File: src/rtl/txsi_pkg.sv
package txsi_pkg;
  // register byte offsets
  localparam logic [7:0] OFS_CTRL = 8'h00;
  localparam logic [7:0] OFS_FLAG = 8'h04;
  localparam logic [7:0] OFS_DATA = 8'h08;
  localparam logic [7:0] OFS_CMD  = 8'h0C;
  localparam logic [7:0] OFS_STAT = 8'h10;
  localparam int         ADDR_LSB = 2;
  // reset values
  localparam logic [7:0] FLAG_RESET = 8'h08;
  localparam logic [1:0] IDX_EMPTY  = 2'b00;
  // field positions and sizes
  localparam int CTRL_FEAT_BIT = 0;
  localparam int FLAG_IDX_LO   = 6;
  localparam int FLAG_EMP_BIT  = 3;
  localparam int CMD_COMMIT    = 0;
  localparam int CMD_ADVANCE   = 1;
  localparam int STAT_FLUSH    = 0;
  localparam int STAT_OVF      = 1;
  localparam int DATA_W        = 32;
  localparam int FIFO_DEPTH    = 16;
  // per-set age relative to frame boundaries
  typedef enum logic {SET_PENDING, SET_LIVE} txsi_age_t;
  // answer to an IN token
  typedef struct packed {
    logic zlp;
    logic set;
  } txsi_in_resp_t;
endpackage : txsi_pkg

File: src/rtl/txsi_top.sv
// Summary of operation
// - the flag register sits at offset 0x04 and resets to 0x08, index field empty and bit 3 set.
// - the index field in bits 7:6 is read only and changes only on FIFO events.
// - with frame sync on, a committed set becomes visible only at the next SOF.
// - with frame sync on, an IN before that SOF gets a zero-length answer unless an older set is live.
// - with frame sync on, a set may be sent only in the frame after the SOF that follows its write.
// - a set committed after the SOF of its frame leaves that frame with zero-length answers.
// - a late set is flushed at the next SOF when the correct set was written during its frame.
// - the index field holds one presence bit per set, 00 empty, 01 or 10 one set, 11 both.
`timescale 1ns/100ps
module txsi_fifo #(
  parameter int WIDTH = 32,
  parameter int DEPTH = 16
) (
  // clock, reset, enable
  input  wire logic             pclk,
  input  wire logic             presetn,
  input  wire logic             ce,
  // fill side
  input  wire logic             in_valid,
  output logic                  in_ready,
  input  wire logic [WIDTH-1:0] in_data,
  // drain side
  output logic                  out_valid,
  input  wire logic             out_ready,
  output logic [WIDTH-1:0]      out_data
);
  localparam int AW = $clog2(DEPTH);
  logic [WIDTH-1:0] mem [DEPTH];
  logic [AW-1:0]    wptr_r;
  logic [AW-1:0]    rptr_r;
  logic [AW:0]      count_r;
  logic             push;
  logic             pop;

  assign in_ready  = (count_r != (AW+1)'(DEPTH));
  assign out_valid = (count_r != '0);
  assign out_data  = mem[rptr_r];
  assign push      = ce && in_valid && in_ready;
  assign pop       = ce && out_valid && out_ready;

  // storage
  always_ff @(posedge pclk)
  begin
    if (push)
    begin
      mem[wptr_r] <= in_data;
    end
  end

  // pointers and fill count
  always_ff @(posedge pclk or negedge presetn)
  begin
    if (!presetn)
    begin
      wptr_r  <= '0;
      rptr_r  <= '0;
      count_r <= '0;
    end
    else
    begin
      if (push)
      begin
        wptr_r <= wptr_r + AW'(1);
      end
      if (pop)
      begin
        rptr_r <= rptr_r + AW'(1);
      end
      if (push && !pop)
      begin
        count_r <= count_r + (AW+1)'(1);
      end
      else if (pop && !push)
      begin
        count_r <= count_r - (AW+1)'(1);
      end
    end
  end
endmodule : txsi_fifo

module txsi_top
  import txsi_pkg::*;
#(
  parameter int FIFO_W = DATA_W,
  parameter int FIFO_D = FIFO_DEPTH
) (
  // clock, reset, enable
  input  wire logic              pclk,
  input  wire logic              presetn,
  input  wire logic              ce,
  // apb slave
  input  wire logic              psel,
  input  wire logic              penable,
  input  wire logic              pwrite,
  input  wire logic [7:0]        paddr,
  input  wire logic [31:0]       pwdata,
  output logic [31:0]            prdata,
  output logic                   pready,
  output logic                   pslverr,
  // usb engine events
  input  wire logic              sof,
  input  wire logic              in_token,
  input  wire logic              in_done,
  // in token answer
  output logic                   in_resp_valid,
  output txsi_in_resp_t          in_resp,
  // data stream to usb engine
  output logic                   tx_valid,
  input  wire logic              tx_ready,
  output logic [FIFO_W-1:0]      tx_data,
  // index flags
  output logic [1:0]             tx_set_index_flags
);
  logic          iso_frame_sync_feature;
  logic [1:0]    pres_r;
  logic [1:0]    pres_nxt;
  txsi_age_t     age_r   [2];
  txsi_age_t     age_nxt [2];
  logic          rsel_r;
  logic          rsel_nxt;
  logic          wsel_r;
  logic          wsel_nxt;
  logic          flush_evt;
  logic          ovf_evt;
  logic          stat_flush_r;
  logic          stat_ovf_r;
  logic          cur_empty_r;
  logic          in_resp_valid_r;
  txsi_in_resp_t in_resp_r;
  logic [31:0]   prdata_r;
  logic          pready_r;
  logic          pslverr_r;
  logic          acc;
  logic          done;
  logic          wr_data;
  logic          stall;
  logic          commit_evt;
  logic          adv_evt;
  logic          fifo_in_ready;
  logic          oldest_live;
  logic [7:0]    flag_val;

  function automatic logic hit(input logic [7:0] a, input logic [7:0] ofs);
    hit = (a[7:ADDR_LSB] == ofs[7:ADDR_LSB]);
  endfunction : hit

  function automatic logic mapped(input logic [7:0] a);
    mapped = hit(a, OFS_CTRL) || hit(a, OFS_FLAG) || hit(a, OFS_DATA)
             || hit(a, OFS_CMD) || hit(a, OFS_STAT);
  endfunction : mapped

  // apb handshake
  assign acc        = psel && penable;
  assign done       = acc && pready_r;
  assign wr_data    = pwrite && hit(paddr, OFS_DATA);
  assign stall      = wr_data && !fifo_in_ready;
  assign commit_evt = done && pwrite && hit(paddr, OFS_CMD) && pwdata[CMD_COMMIT];
  assign adv_evt    = in_done || (done && pwrite && hit(paddr, OFS_CMD) && pwdata[CMD_ADVANCE]);
  // oldest set eligible for an IN
  assign oldest_live = pres_r[rsel_r]
                       && (!iso_frame_sync_feature || age_r[rsel_r] == SET_LIVE);
  assign flag_val = {pres_r, 2'b00, cur_empty_r, 3'b000};

  txsi_fifo #(
    .WIDTH (FIFO_W),
    .DEPTH (FIFO_D)
  ) u_fifo (
    .pclk      (pclk),
    .presetn   (presetn),
    .ce        (ce),
    .in_valid  (done && wr_data),
    .in_ready  (fifo_in_ready),
    .in_data   (FIFO_W'(pwdata)),
    .out_valid (tx_valid),
    .out_ready (tx_ready),
    .out_data  (tx_data)
  );

  // apb answer one cycle into access
  always_ff @(posedge pclk or negedge presetn)
  begin
    if (!presetn)
    begin
      pready_r  <= 1'b0;
      pslverr_r <= 1'b0;
      prdata_r  <= '0;
    end
    else if (ce)
    begin
      pready_r  <= acc && !pready_r && !stall;
      pslverr_r <= acc && !pready_r && !stall && !mapped(paddr);
      prdata_r  <= '0;
      if (acc && !pready_r && !pwrite)
      begin
        if (hit(paddr, OFS_CTRL))
        begin
          prdata_r[CTRL_FEAT_BIT] <= iso_frame_sync_feature;
        end
        else if (hit(paddr, OFS_FLAG))
        begin
          prdata_r[7:0] <= flag_val;
        end
        else if (hit(paddr, OFS_STAT))
        begin
          prdata_r[STAT_FLUSH] <= stat_flush_r;
          prdata_r[STAT_OVF]   <= stat_ovf_r;
        end
      end
    end
  end

  // control register
  always_ff @(posedge pclk or negedge presetn)
  begin
    if (!presetn)
    begin
      iso_frame_sync_feature <= 1'b0;
    end
    else if (ce && done && pwrite && hit(paddr, OFS_CTRL))
    begin
      iso_frame_sync_feature <= pwdata[CTRL_FEAT_BIT];
    end
  end

  // set tracking next state
  always_comb
  begin
    pres_nxt   = pres_r;
    age_nxt[0] = age_r[0];
    age_nxt[1] = age_r[1];
    rsel_nxt   = rsel_r;
    wsel_nxt   = wsel_r;
    flush_evt  = 1'b0;
    ovf_evt    = 1'b0;
    if (adv_evt && pres_nxt[rsel_nxt])
    begin
      pres_nxt[rsel_nxt] = 1'b0;
      rsel_nxt           = ~rsel_nxt;
    end
    if (commit_evt)
    begin
      if (!pres_nxt[wsel_nxt])
      begin
        pres_nxt[wsel_nxt] = 1'b1;
        age_nxt[wsel_nxt]  = SET_PENDING;
        wsel_nxt           = ~wsel_nxt;
      end
      else
      begin
        ovf_evt = 1'b1;
      end
    end
    if (sof && iso_frame_sync_feature)
    begin
      if (pres_nxt[rsel_nxt] && age_nxt[rsel_nxt] == SET_LIVE
          && pres_nxt[~rsel_nxt] && age_nxt[~rsel_nxt] == SET_PENDING)
      begin
        pres_nxt[rsel_nxt] = 1'b0;
        rsel_nxt           = ~rsel_nxt;
        flush_evt          = 1'b1;
      end
      age_nxt[0] = SET_LIVE;
      age_nxt[1] = SET_LIVE;
    end
  end

  // index field moves only on fifo events
  always_ff @(posedge pclk or negedge presetn)
  begin
    if (!presetn)
    begin
      pres_r   <= IDX_EMPTY;
      age_r[0] <= SET_LIVE;
      age_r[1] <= SET_LIVE;
      rsel_r   <= 1'b0;
      wsel_r   <= 1'b0;
    end
    else if (ce)
    begin
      pres_r   <= pres_nxt;
      age_r[0] <= age_nxt[0];
      age_r[1] <= age_nxt[1];
      rsel_r   <= rsel_nxt;
      wsel_r   <= wsel_nxt;
    end
  end

  always_ff @(posedge pclk or negedge presetn)
  begin
    if (!presetn)
    begin
      cur_empty_r <= 1'b1;
    end
    else if (ce)
    begin
      if (commit_evt)
      begin
        cur_empty_r <= 1'b1;
      end
      else if (done && wr_data)
      begin
        cur_empty_r <= 1'b0;
      end
    end
  end

  // sticky status, set beats clear
  always_ff @(posedge pclk or negedge presetn)
  begin
    if (!presetn)
    begin
      stat_flush_r <= 1'b0;
      stat_ovf_r   <= 1'b0;
    end
    else if (ce)
    begin
      if (done && pwrite && hit(paddr, OFS_STAT))
      begin
        stat_flush_r <= flush_evt || (stat_flush_r && !pwdata[STAT_FLUSH]);
        stat_ovf_r   <= ovf_evt || (stat_ovf_r && !pwdata[STAT_OVF]);
      end
      else
      begin
        stat_flush_r <= stat_flush_r || flush_evt;
        stat_ovf_r   <= stat_ovf_r || ovf_evt;
      end
    end
  end

  always_ff @(posedge pclk or negedge presetn)
  begin
    if (!presetn)
    begin
      in_resp_valid_r <= 1'b0;
      in_resp_r       <= '0;
    end
    else if (ce)
    begin
      in_resp_valid_r <= in_token;
      if (in_token)
      begin
        in_resp_r.zlp <= !oldest_live;
        in_resp_r.set <= rsel_r;
      end
    end
  end

  assign prdata             = prdata_r;
  assign pready             = pready_r;
  assign pslverr            = pslverr_r;
  assign in_resp_valid      = in_resp_valid_r;
  assign in_resp            = in_resp_r;
  assign tx_set_index_flags = pres_r;

  a_idx_read_only: assert property (@(posedge pclk) disable iff (!presetn)
    (ce && done && pwrite && hit(paddr, OFS_FLAG) && !sof && !in_done) |=> $stable(pres_r))
    else $error("index field changed by register write");
  a_zlp_pending: assert property (@(posedge pclk) disable iff (!presetn)
    (ce && in_token && iso_frame_sync_feature && !(pres_r[rsel_r] && age_r[rsel_r] == SET_LIVE))
    |=> (in_resp_valid_r && in_resp_r.zlp))
    else $error("pending set answered before sof");
  a_live_sent: assert property (@(posedge pclk) disable iff (!presetn)
    (ce && in_token && pres_r[rsel_r] && age_r[rsel_r] == SET_LIVE)
    |=> (!in_resp_r.zlp && in_resp_r.set == $past(rsel_r)))
    else $error("live set not sent");
  a_commit_pending: assert property (@(posedge pclk) disable iff (!presetn)
    (ce && commit_evt && !sof && !adv_evt && !pres_r[wsel_r])
    |=> (pres_r != $past(pres_r) && wsel_r != $past(wsel_r)))
    else $error("commit did not add a set");
  a_sof_promote: assert property (@(posedge pclk) disable iff (!presetn)
    (ce && sof && iso_frame_sync_feature) |=> (age_r[0] == SET_LIVE && age_r[1] == SET_LIVE))
    else $error("sets not live after sof");
  a_late_flush: assert property (@(posedge pclk) disable iff (!presetn)
    (ce && sof && iso_frame_sync_feature && !adv_evt && !commit_evt && pres_r == 2'b11
     && age_r[rsel_r] == SET_LIVE && age_r[~rsel_r] == SET_PENDING)
    |=> (stat_flush_r && pres_r != 2'b11 && rsel_r != $past(rsel_r)))
    else $error("late set not flushed");
  a_adv_clear: assert property (@(posedge pclk) disable iff (!presetn)
    (ce && adv_evt && !commit_evt && !sof && pres_r == 2'b11)
    |=> (pres_r == 2'b10 || pres_r == 2'b01))
    else $error("advance did not drop oldest set");
  a_empty_commit: assert property (@(posedge pclk) disable iff (!presetn)
    (ce && commit_evt) |=> cur_empty_r)
    else $error("empty flag not set by commit");
  a_nosync_send: assert property (@(posedge pclk) disable iff (!presetn)
    (ce && in_token && !iso_frame_sync_feature && pres_r[rsel_r]) |=> !in_resp_r.zlp)
    else $error("present set withheld without frame sync");
endmodule : txsi_top

File: config.mk
export PLATFORM = sky130hd
export DESIGN_NAME = txsi_top
export DESIGN_NICKNAME = d
export VERILOG_FILES = /design/src/rtl/txsi_pkg.sv /design/src/rtl/txsi_top.sv
export SDC_FILE = /design/constraint.sdc
export NUM_CORES = 1
export LEC_CHECK = 0
export ABC_AREA = 1
export BUFFER_PORTS_ARGS = -buffer_cell sky130_fd_sc_hd__buf_2
export CELL_PAD_IN_SITES_DETAIL_PLACEMENT = 0
export CELL_PAD_IN_SITES_GLOBAL_PLACEMENT = 1
export CORE_MARGIN = 4
export CORE_UTILIZATION = 46
export CTS_CLUSTER_SIZE = 20
export DETAILED_ROUTE_END_ITERATION = 8
export PLACE_DENSITY_LB_ADDON = 0.08
export SLEW_MARGIN = 0
export SYNTH_ARGS = -nofsm -noshare
export SYNTH_HDL_FRONTEND = slang
export SYNTH_SLANG_ARGS = --single-unit
File: constraint.sdc
create_clock -name pclk -period 2.85 [get_ports pclk]
set_input_delay 0.57 -clock pclk [delete_from_list [all_inputs] [get_ports pclk]]
set_output_delay 0.57 -clock pclk [all_outputs]
set_load 0.01 [all_outputs]
==> flow_metrics.py, run 1 <==
metrics = {
    "clocking": {
        "clk_latency_ns": 0.61,
        "cts-root-buf": "clkbuf_16",
        "cts_buffer_depth": 3,
        "cts_num_sinks": 545,
        "cts_tree": "built",
        "htreeDepth": 2,
        "cts.clk_slew.worst_paths_ns": 0.06,
        "cts_buffers": 58,
    },
    "die": {
        "die-height_um": 226,
        "die_area_sq_um": 51200,
        "rows": 79,
        "core_sq_um": 46900,
        "die_x_um": 226,
        "num_io_pins": 122,
        "start_util_pct": 46.8,
    },
    "placement": {
        "gp_congestion": 0.759,
        "dpl.hpwl_mm": 30.1,
        "portBuffers": 92,
    },
    "detailed_routing": {
        "routed_wl_mm": 57.8,
        "vias_per_cell": 5.75,
        "drc": 0,
        "ant_nets": 0,
        "dr.pass1.iters": 5,
        "dr.first_iter.drc_count": 1200,
        "num_vias": 13441,
        "wl_per_cell_um": 24.7,
    },
    "power": {
        "seqPwrFrac_pct": 36.0,
        "swShare_pct": 34.0,
        "p_int_uw": 16500,
        "p_per_area_nw_per_um2": 944,
        "p_sw_uw": 8480,
        "ir_drop_mv": 0.601,
        "clock_power_share_pct": 27.6,
        "comb_power_share_pct": 36.4,
        "p_leak_uw": 0.00923,
    },
    "timing": {
        "fin_worst_skew_ns": 0.0191,
        "period_share_pct": 101,
        "fmax_mhz": 346,
        "finalHoldViolations": 0,
        "worstMarginPinSlew_ns": 0.806,
        "layout_setup_ws_ns": -0.0411,
        "tns_ns": -0.189,
        "rsz0062_at_grt": "yes",
        "setup_violations": 13,
        "period_needed_ns": 2.89,
        "slew_viol_final": 0,
        "maxSlewHeadroom_pct": 46.2,
        "hold_slack_ns": 0.0572,
    },
    "yosys": {
        "synthXorXnorAreaFrac_pct": 0.320,
        "synth-compound-area-share_pct": 9.82,
        "post_synth.cell_area_avg_sq_um": 14.3,
        "ys_seq_area_share_pct": 74.0,
        "synth_top_area_share_pct": 70.2,
        "synth_ff_type": "edfxtp_1",
        "synthAdderAreaFrac_pct": 0.605,
        "muxShareOfSynthArea_pct": 4.48,
        "async_flop_share_pct": 6.06,
        "ys_seq_elements": 545,
        "synth_top_family_by_area": "compound AO/OA/AOI/OAI gates",
        "netlist_area_sq_um": 21900,
        "synth_top_cell_by_area": "edfxtp_1",
        "ys_types": 43,
        "yosys-top-cells-area": "edfxtp_1 (70%), mux2i_1 (4.4%), o221ai_1 (3.9%)",
        "synthSimpleGateAreaFrac_pct": 7.34,
        "synth_edf_count": 512,
        "netlist_instances": 1530,
        "yosys_warnings": 0,
    },
    "run": {
        "maxCapViolations": 0,
    },
    "cells_and_area": {
        "fillers": 3820,
        "drive_gt1_share_pct": 20.5,
        "mostFrequentLayoutCell": "edfxtp_1",
        "regArea_sq_um": 16200,
        "final_core_util_pct": 56.3,
        "synthToLayoutAreaGrowth_pct": 20.5,
        "layout_common_cells": "edfxtp_1 (512), nor2_1 (198), o21ai_0 (111), nand2_1 (102)",
        "antenna_cells": 0,
        "multi_input_area_sq_um": 5460,
        "num-nets-final": 1749,
    },
    "grt": {
        "grt_max_degree": 68,
        "globalRouteTotalUtil_pct": 21.8,
        "grt_pass1_vias": 13070,
        "overflow": 0,
        "antenna_found_initial": 1,
        "grt_pass1_wl_mm": 83.4,
    },
    "worst_setup_path": {
        "path_max_fanout": 11,
        "critPathRequiredTime_ns": 2.28,
        "crit_type": "reg2out",
        "arrival_ns": 2.32,
        "endpoint_kind": "primary output",
        "crit_path_start_kind": "register",
    },
    "min_path": {
        "holdCritPathClass": "in2async",
    },
    "outcome": {
        "outcome": "complete, but fails checks",
        "failed_checks": "negative setup slack",
    },
}
## cells by family (layout without fill, tap and decap cells)
group	Yosys count	after routing
mux	98	98
xor+xnor	8	8
buf+inv	156	329
simple gates	397	397
compound gates	315	315
other cells	1	27
flops	545	545
fa+ha+maj	10	10
## metrics by stage
step                      cell area [sq um]  total power, uW  setup slack [ns]  instances
final                                 26400            24900           -0.0411       2336
after floorplan                       22000            13700            -0.388       1556
after global placement                23700            16200            0.0309       2201
after detailed placement              23700            16300            0.0675       2201
after global routing                  26400            26100            -0.131       2336
after CTS                             25900            24200            -0.104       2323
## critical path, cell delays in order (launching register included)
cell,delay (ns)
dfrtp_4,0.47
buf_12,0.19
clkinv_8,0.14
clkbuf_16,0.21
nor2_1,0.12
o32ai_2,0.09
o211ai_1,0.19
nand2_1,0.13
buf_2,0.16
## worst paths after layout
path,to,depth (start not counted),start,slack (ns)
max,tx_data[29],8,u_fifo.rptr_r[0],-0.04
max in group asynchronous,u_fifo.rptr_r[0],1,presetn,2.18
min,in_resp[1],1,presetn,0.06
min reg2reg,in_resp_valid,2,in_resp_valid,0.46
max reg2reg,u_fifo.count_r[4],12,u_fifo.count_r[1],0.33
min in group pclk,in_resp_valid,3,in_token,0.23
## cells in the mapped netlist (2+ instances only)
cell	n
a21o_1	2
buf_2	19
o211ai_1	29
nor2_2	5
clkbuf_4	2
inv_2	4
nand2_1	105
ha_1	9
buf_4	36
clkbuf_1	66
nand4_1	3
o32ai_1	27
edfxtp_1	512
mux2i_1	97
nand2_2	4
nor3_1	9
xor2_1	7
a31oi_1	3
o21ai_0	139
nor2_1	223
a21oi_1	6
o22ai_1	4
dfrtp_1	30
dfstp_2	3
inv_1	27
o21ai_1	2
a32o_1	3
nand3_1	43
o221ai_1	97
## routing by layer
metal	global-route usage (%)	vias up	routed length [um]
met3	3.41	76	3030
met1	31.5	6857	25900
met2	35.0	392	27800
met4	5.50	2	1010
met5	0	-	13
li1	-	6114	-
## registers in the layout, indices dropped and copies added, names as in the netlist, 2 cells and up
name	count
tx_set_index_flags	2
u_fifo.count_r	5
prdata	5
u_fifo.rptr_r	4
u_fifo.wptr_r	4
in_resp	2
u_fifo.mem	512
age_r	2
## cell type report
cell class | count | share of cell area [%]
clock inverters | 28 | 0.720
inverters | 32 | 0.517
clock buffers | 72 | 5.70
well taps | 607 | 2.88
repair buffers | 196 | 8.02
flip-flops and latches | 545 | 61.4
multi-input cells | 855 | 20.7
repair inverters | 1 | 0.0616
## what timing repair did
item,in CTS,in global routing
endpoints found under the setup margin,32,33
hold buffers,0,0
gates cloned,8,8
gates resized for setup,57,61
pin swaps,11,20
buffers inserted,14,5
## power groups by stage
stage / combinational, uW / sequential (uW) / clock [uW]
after global routing: 9800 / 8970 / 7350
after floorplan: 4620 / 9050 / 0
after CTS: 8240 / 8980 / 7010
after global placement: 7060 / 9190 / 0
final: 9080 / 8960 / 6880
after detailed placement: 7130 / 9190 / 0
Power figures use the tool's default switching activity.
==> inputs of run 2 (changes only) <==
- SETUP_SLACK_MARGIN: unset -> 0.1
==> run 2 against run 1 <==
  * The run still ends with negative setup slack left
  * Non-clock buffer count stayed put
  * Sequential cell count unchanged
  * First-iteration DRC count is 0.67% higher
  * Total power grew 0.26%
  * Sequential share of layout area decreased by 0.079 points
  * Clock-buffer cell count did not move
  * Via count shrank 0.37%
  * Clock power barely moved
  * Critical path type unchanged
  * Critical endpoint unchanged
==> flow_metrics.py, run 2 (synthesis results as in run 1) <==
metrics = {
    "outcome": {
        "outcome": "complete, but fails checks",
        "failed_checks": "negative setup slack",
    },
    "worst_setup_path": {
        "crit_type": "reg2out",
        "critPathRequiredTime_ns": 2.28,
        "path_max_fanout": 12,
        "endpoint_kind": "primary output",
        "crit_path_start_kind": "register",
        "arrival_ns": 2.34,
    },
    "detailed_routing": {
        "ant_nets": 0,
        "wl_per_cell_um": 24.7,
        "dr.pass1.iters": 5,
        "drc": 0,
        "vias_per_cell": 5.73,
        "dr.first_iter.drc_count": 1208,
        "routed_wl_mm": 57.6,
        "num_vias": 13391,
    },
    "timing": {
        "rsz0062_at_grt": "yes",
        "slew_viol_final": 0,
        "setup_violations": 11,
        "period_share_pct": 102,
        "maxSlewHeadroom_pct": 47.4,
        "fin_worst_skew_ns": 0.0179,
        "layout_setup_ws_ns": -0.0625,
        "tns_ns": -0.260,
        "period_needed_ns": 2.91,
        "fmax_mhz": 343,
        "finalHoldViolations": 0,
        "worstMarginPinSlew_ns": 0.789,
    },
    "power": {
        "power.total_uw": 25000,
        "p_leak_uw": 0.00924,
        "ir_drop_mv": 0.601,
        "p_per_area_nw_per_um2": 945,
    },
    "clocking": {
        "htreeDepth": 2,
        "cts_num_sinks": 545,
        "cts_tree": "built",
        "clk_latency_ns": 0.61,
        "cts-root-buf": "clkbuf_16",
        "cts_buffers": 58,
        "cts_buffer_depth": 3,
        "cts.clk_slew.worst_paths_ns": 0.06,
        "hold_buffers": 0,
    },
    "cells_and_area": {
        "regArea_sq_um": 16200,
        "mostFrequentLayoutCell": "edfxtp_1",
        "synthToLayoutAreaGrowth_pct": 20.7,
        "design_area_sq_um": 26400,
        "num-nets-final": 1749,
        "largest_reg_flops": 512,
        "drive_gt1_share_pct": 20.5,
        "fillers": 3815,
        "antenna_cells": 0,
        "top_register": "u_fifo.mem",
        "layout_common_cells": "edfxtp_1 (512), nor2_1 (197), o21ai_0 (109), nand2_1 (103), mux2i_1 (94)",
        "final_core_util_pct": 56.4,
        "multi_input_area_sq_um": 5450,
    },
    "die": {
        "num_io_pins": 122,
        "die_area_sq_um": 51200,
        "die_x_um": 226,
        "core_sq_um": 46900,
        "start_util_pct": 46.8,
        "rows": 79,
        "die-height_um": 226,
    },
    "grt": {
        "overflow": 0,
        "grt_max_degree": 68,
        "grt_pass1_wl_mm": 85.2,
        "globalRouteTotalUtil_pct": 22.3,
        "antenna_found_initial": 1,
        "grt_pass1_vias": 13240,
    },
    "run": {
        "maxCapViolations": 0,
    },
    "placement": {
        "portBuffers": 92,
        "gp_congestion": 0.759,
        "place_area_sq_um": 23700,
        "dpl.hpwl_mm": 30.1,
    },
    "min_path": {
        "holdCritPathClass": "in2async",
    },
}
run 2: cell types whose count changed in the layout (fill, tap and decap cells not counted), moves of 2 or more:
cell       delta
buf_12        +3
buf_4         -2
clkbuf_16     -3
o21ai_0       -2
o221ai_1      -2
o221ai_2      +3
o32ai_1       +2
o32ai_2       -2
run 2: final cells by class:
class,instances,share of cell area [%]
Timing Repair inverter,1,0.0615
Tap cell,607,2.87
Clock inverter,28,0.719
Multi-Input combinational cell,855,20.6
Timing Repair Buffer,196,8.16
Inverter,32,0.525
Sequential cell,545,61.3
Clock buffer,72,5.69
run 2: power by group:
| part | internal [uW] | leakage, uW | total (uW) | switching [uW] |
|---|---|---|---|---|
| Clock | 3880 | 0.000830 | 6880 | 3000 |
| Sequential | 8840 | 0.00500 | 8960 | 118 |
| Combinational | 3800 | 0.00342 | 9150 | 5350 |
run 2: final timing paths:
check                                     to         startpoint  slack, ns  depth (start not counted)
max                              tx_data[29]   u_fifo.rptr_r[0]      -0.06                          8
min                               in_resp[1]            presetn       0.05                          1
max reg2reg                u_fifo.count_r[4]  u_fifo.count_r[1]       0.36                         12
min reg2reg                    in_resp_valid      in_resp_valid       0.46                          2
max in group asynchronous   u_fifo.rptr_r[0]            presetn       2.20                          1
min in group pclk              in_resp_valid           in_token       0.23                          3
run 2: per-layer routing:
metal	global-route usage (%)	share of wire, %	vias to the layer above
li1	-	-	6117
met1	32.2	45	6849
met5	0	0.023	-
met2	36.0	48	347
met4	5.91	2.0	2
met3	3.41	4.8	76
run 2: timing repair:
action / CTS / global route
endpoints found under the hold margin: 0 / 0
gates resized for setup: 79 / 46
buffers inserted: 18 / 1
pin swaps: 22 / 13
cloned: 12 / 4
endpoints found under the setup margin: 32 / 33
run 2: stage by stage:
step	worst slack [ns]	instances	hold WS [ns]
5_1_grt	-0.131	2336	0.102
2_1_floorplan	-0.388	1556	0.274
3_3_place_gp	0.0309	2201	0.449
6_report	-0.0625	2336	0.0507
3_5_place_dp	0.0675	2201	0.455
4_1_cts	-0.104	2331	0.0582
run 2: critical path, cell delays in order (launching register included):
cell	delay [ns]
dfrtp_4	0.52
buf_12	0.18
inv_16	0.12
buf_16	0.17
nor2_1	0.05
o22ai_1	0.20
o221ai_1	0.16
nand2_1	0.16
buf_2	0.15
==> inputs of run 3 (changes only) <==
- CORE_ASPECT_RATIO: unset -> 0.5
==> run 3 against run 2 <==
  * The run still ends with negative setup slack left
  * Register-to-register slack lost 0.05 ns
  * Die area increased by 0.42%
  * Maximum frequency decreased by 0.30%
  * Combinational power grew 5.4%
  * Clock power decreased by 3.2%
  * Sequential cell count is the same
  * Critical path type unchanged
==> flow_metrics.py, run 3 (synthesis results as in run 1) <==
metrics = {
    "timing": {
        "fmax_mhz": 342,
        "finalHoldViolations": 0,
        "fin_worst_skew_ns": 0.0217,
        "period_share_pct": 103,
        "hold_slack_ns": 0.0830,
        "rsz0062_at_grt": "yes",
        "slew_viol_final": 0,
        "worstMarginPinSlew_ns": 0.809,
        "layout_setup_ws_ns": -0.0713,
        "period_needed_ns": 2.92,
        "maxSlewHeadroom_pct": 46.1,
        "setup_violations": 15,
    },
    "grt": {
        "grt_pass1_vias": 13369,
        "grt_pass1_wl_mm": 84.7,
        "antenna_found_initial": 3,
        "overflow": 0,
        "globalRouteTotalUtil_pct": 22.3,
        "grt_max_degree": 97,
    },
    "outcome": {
        "outcome": "complete, but fails checks",
        "failed_checks": "negative setup slack",
    },
    "clocking": {
        "cts_buffers": 49,
        "cts-root-buf": "clkbuf_16",
        "hold_buffers": 0,
        "cts_buffer_depth": 3,
        "cts_num_sinks": 545,
        "cts.clk_slew.worst_paths_ns": 0.07,
        "clk_latency_ns": 0.58,
        "htreeDepth": 2,
        "cts_tree": "built",
    },
    "worst_setup_path": {
        "reg2regPathDepth": 13,
        "r2r_start": "pready",
        "endpoint_kind": "primary output",
        "path_max_fanout": 43,
        "critPathRequiredTime_ns": 2.28,
        "arrival_ns": 2.35,
        "r2r_end": "u_fifo.count_r[4]",
        "crit_path_start_kind": "register",
        "crit_end": "tx_data[31]",
        "worstSetupStartpoint": "u_fifo.rptr_r[0]",
        "r2r_slack_ns": 0.31,
        "crit_type": "reg2out",
    },
    "cells_and_area": {
        "fillers": 3725,
        "num-nets-final": 1733,
        "drive_gt1_share_pct": 20.4,
        "top_register": "u_fifo.mem",
        "largest_reg_flops": 512,
        "finalNonFillerCells": 2351,
        "synthToLayoutAreaGrowth_pct": 20.9,
        "antenna_cells": 0,
        "layout_common_cells": "edfxtp_1 (512), nor2_1 (194), nand2_1 (101), o21ai_0 (98), o221ai_1 (94)",
        "mostFrequentLayoutCell": "edfxtp_1",
        "design_area_sq_um": 26500,
    },
    "placement": {
        "portBuffers": 92,
        "dp.cells": 2222,
        "place_ws_ns": -0.0117,
        "place_area_sq_um": 23600,
        "gp_congestion": 0.803,
        "dpl.hpwl_mm": 28.1,
    },
    "detailed_routing": {
        "drc": 0,
        "dr.pass1.iters": 5,
        "ant_nets": 0,
        "num_vias": 13622,
        "wl_per_cell_um": 25.0,
        "vias_per_cell": 5.79,
        "dr.first_iter.drc_count": 1310,
        "routed_wl_mm": 58.7,
    },
    "die": {
        "core_sq_um": 46900,
        "num_io_pins": 122,
        "die_x_um": 317,
        "die_area_sq_um": 51400,
        "rows": 56,
        "die-height_um": 162,
        "start_util_pct": 46.7,
    },
    "power": {
        "power.total_uw": 25200,
        "p_per_area_nw_per_um2": 953,
        "p_leak_uw": 0.00923,
        "ir_drop_mv": 0.482,
    },
    "min_path": {
        "holdCritPathClass": "in2async",
    },
    "run": {
        "maxCapViolations": 0,
    },
}
## run 3: worst max-delay path: stages (launching register included)
cell	delay, ns
dfrtp_4	0.50
buf_12	0.17
buf_12	0.21
o21ai_1	0.15
o21ai_0	0.08
o221ai_1	0.31
nand2_2	0.14
buf_2	0.17
## run 3: power breakdown
group          internal (uW)  switching [uW]  leakage [uW]
registers               8840            96.2       0.00500
logic                   4080            5560       0.00345
clock network           3760            2900      0.000785
total                  16700            8560       0.00923
## run 3: metrics by stage
step,TNS [ns],util (%)
finish,-0.401,56.4
detailed placement,-0.0117,50.3
global placement,0,50.3
CTS,-0.477,55.4
floorplan,-123.56,-
global route,-2.91,56.4
## run 3: per-layer routing
| layer | share of wire [%] | vias up | wire length [um] | GRT usage [%] |
|---|---|---|---|---|
| li1 | - | 6078 | - | - |
| met1 | 46 | 7020 | 27100 | 33.6 |
| met2 | 46 | 456 | 26700 | 34.9 |
| met3 | 6.8 | 64 | 4010 | 3.65 |
| met4 | 1.4 | 4 | 828 | 3.83 |
| met5 | 0.024 | - | 14 | 0 |
## run 3: how the worst min path moves through the flow
| stage | startpoint | end | slack [ns] |
|---|---|---|---|
| 2_1_floorplan | presetn | in_resp[0] | 0.27 |
| 3_3_place_gp | in_resp_valid | in_resp_valid | 0.46 |
| 3_5_place_dp | cur_empty_r | cur_empty_r | 0.46 |
| 4_1_cts | presetn | u_fifo.rptr_r[1] | 0.09 |
| 5_1_grt | presetn | in_resp_valid | 0.14 |
| 6_report | presetn | in_resp_valid | 0.08 |
## run 3: repair_timing
action,4_1_cts,5_1_grt
gates cloned,16,11
resized for setup,86,52
pin swaps,22,31
endpoints found under the hold margin,0,0
buffers inserted,10,1
endpoints found under the setup margin,32,33
## run 3: final cells by class
cell class	instances	area, sq um	area share (%)
repair inverters	1	11.3	0.0425
well taps	638	798	3.02
inverters	32	146	0.553
repair buffers	189	2280	8.61
multi-input cells	855	5430	20.5
clock inverters	28	263	0.992
clock buffers	63	1330	5.03
flip-flops and latches	545	16200	61.3
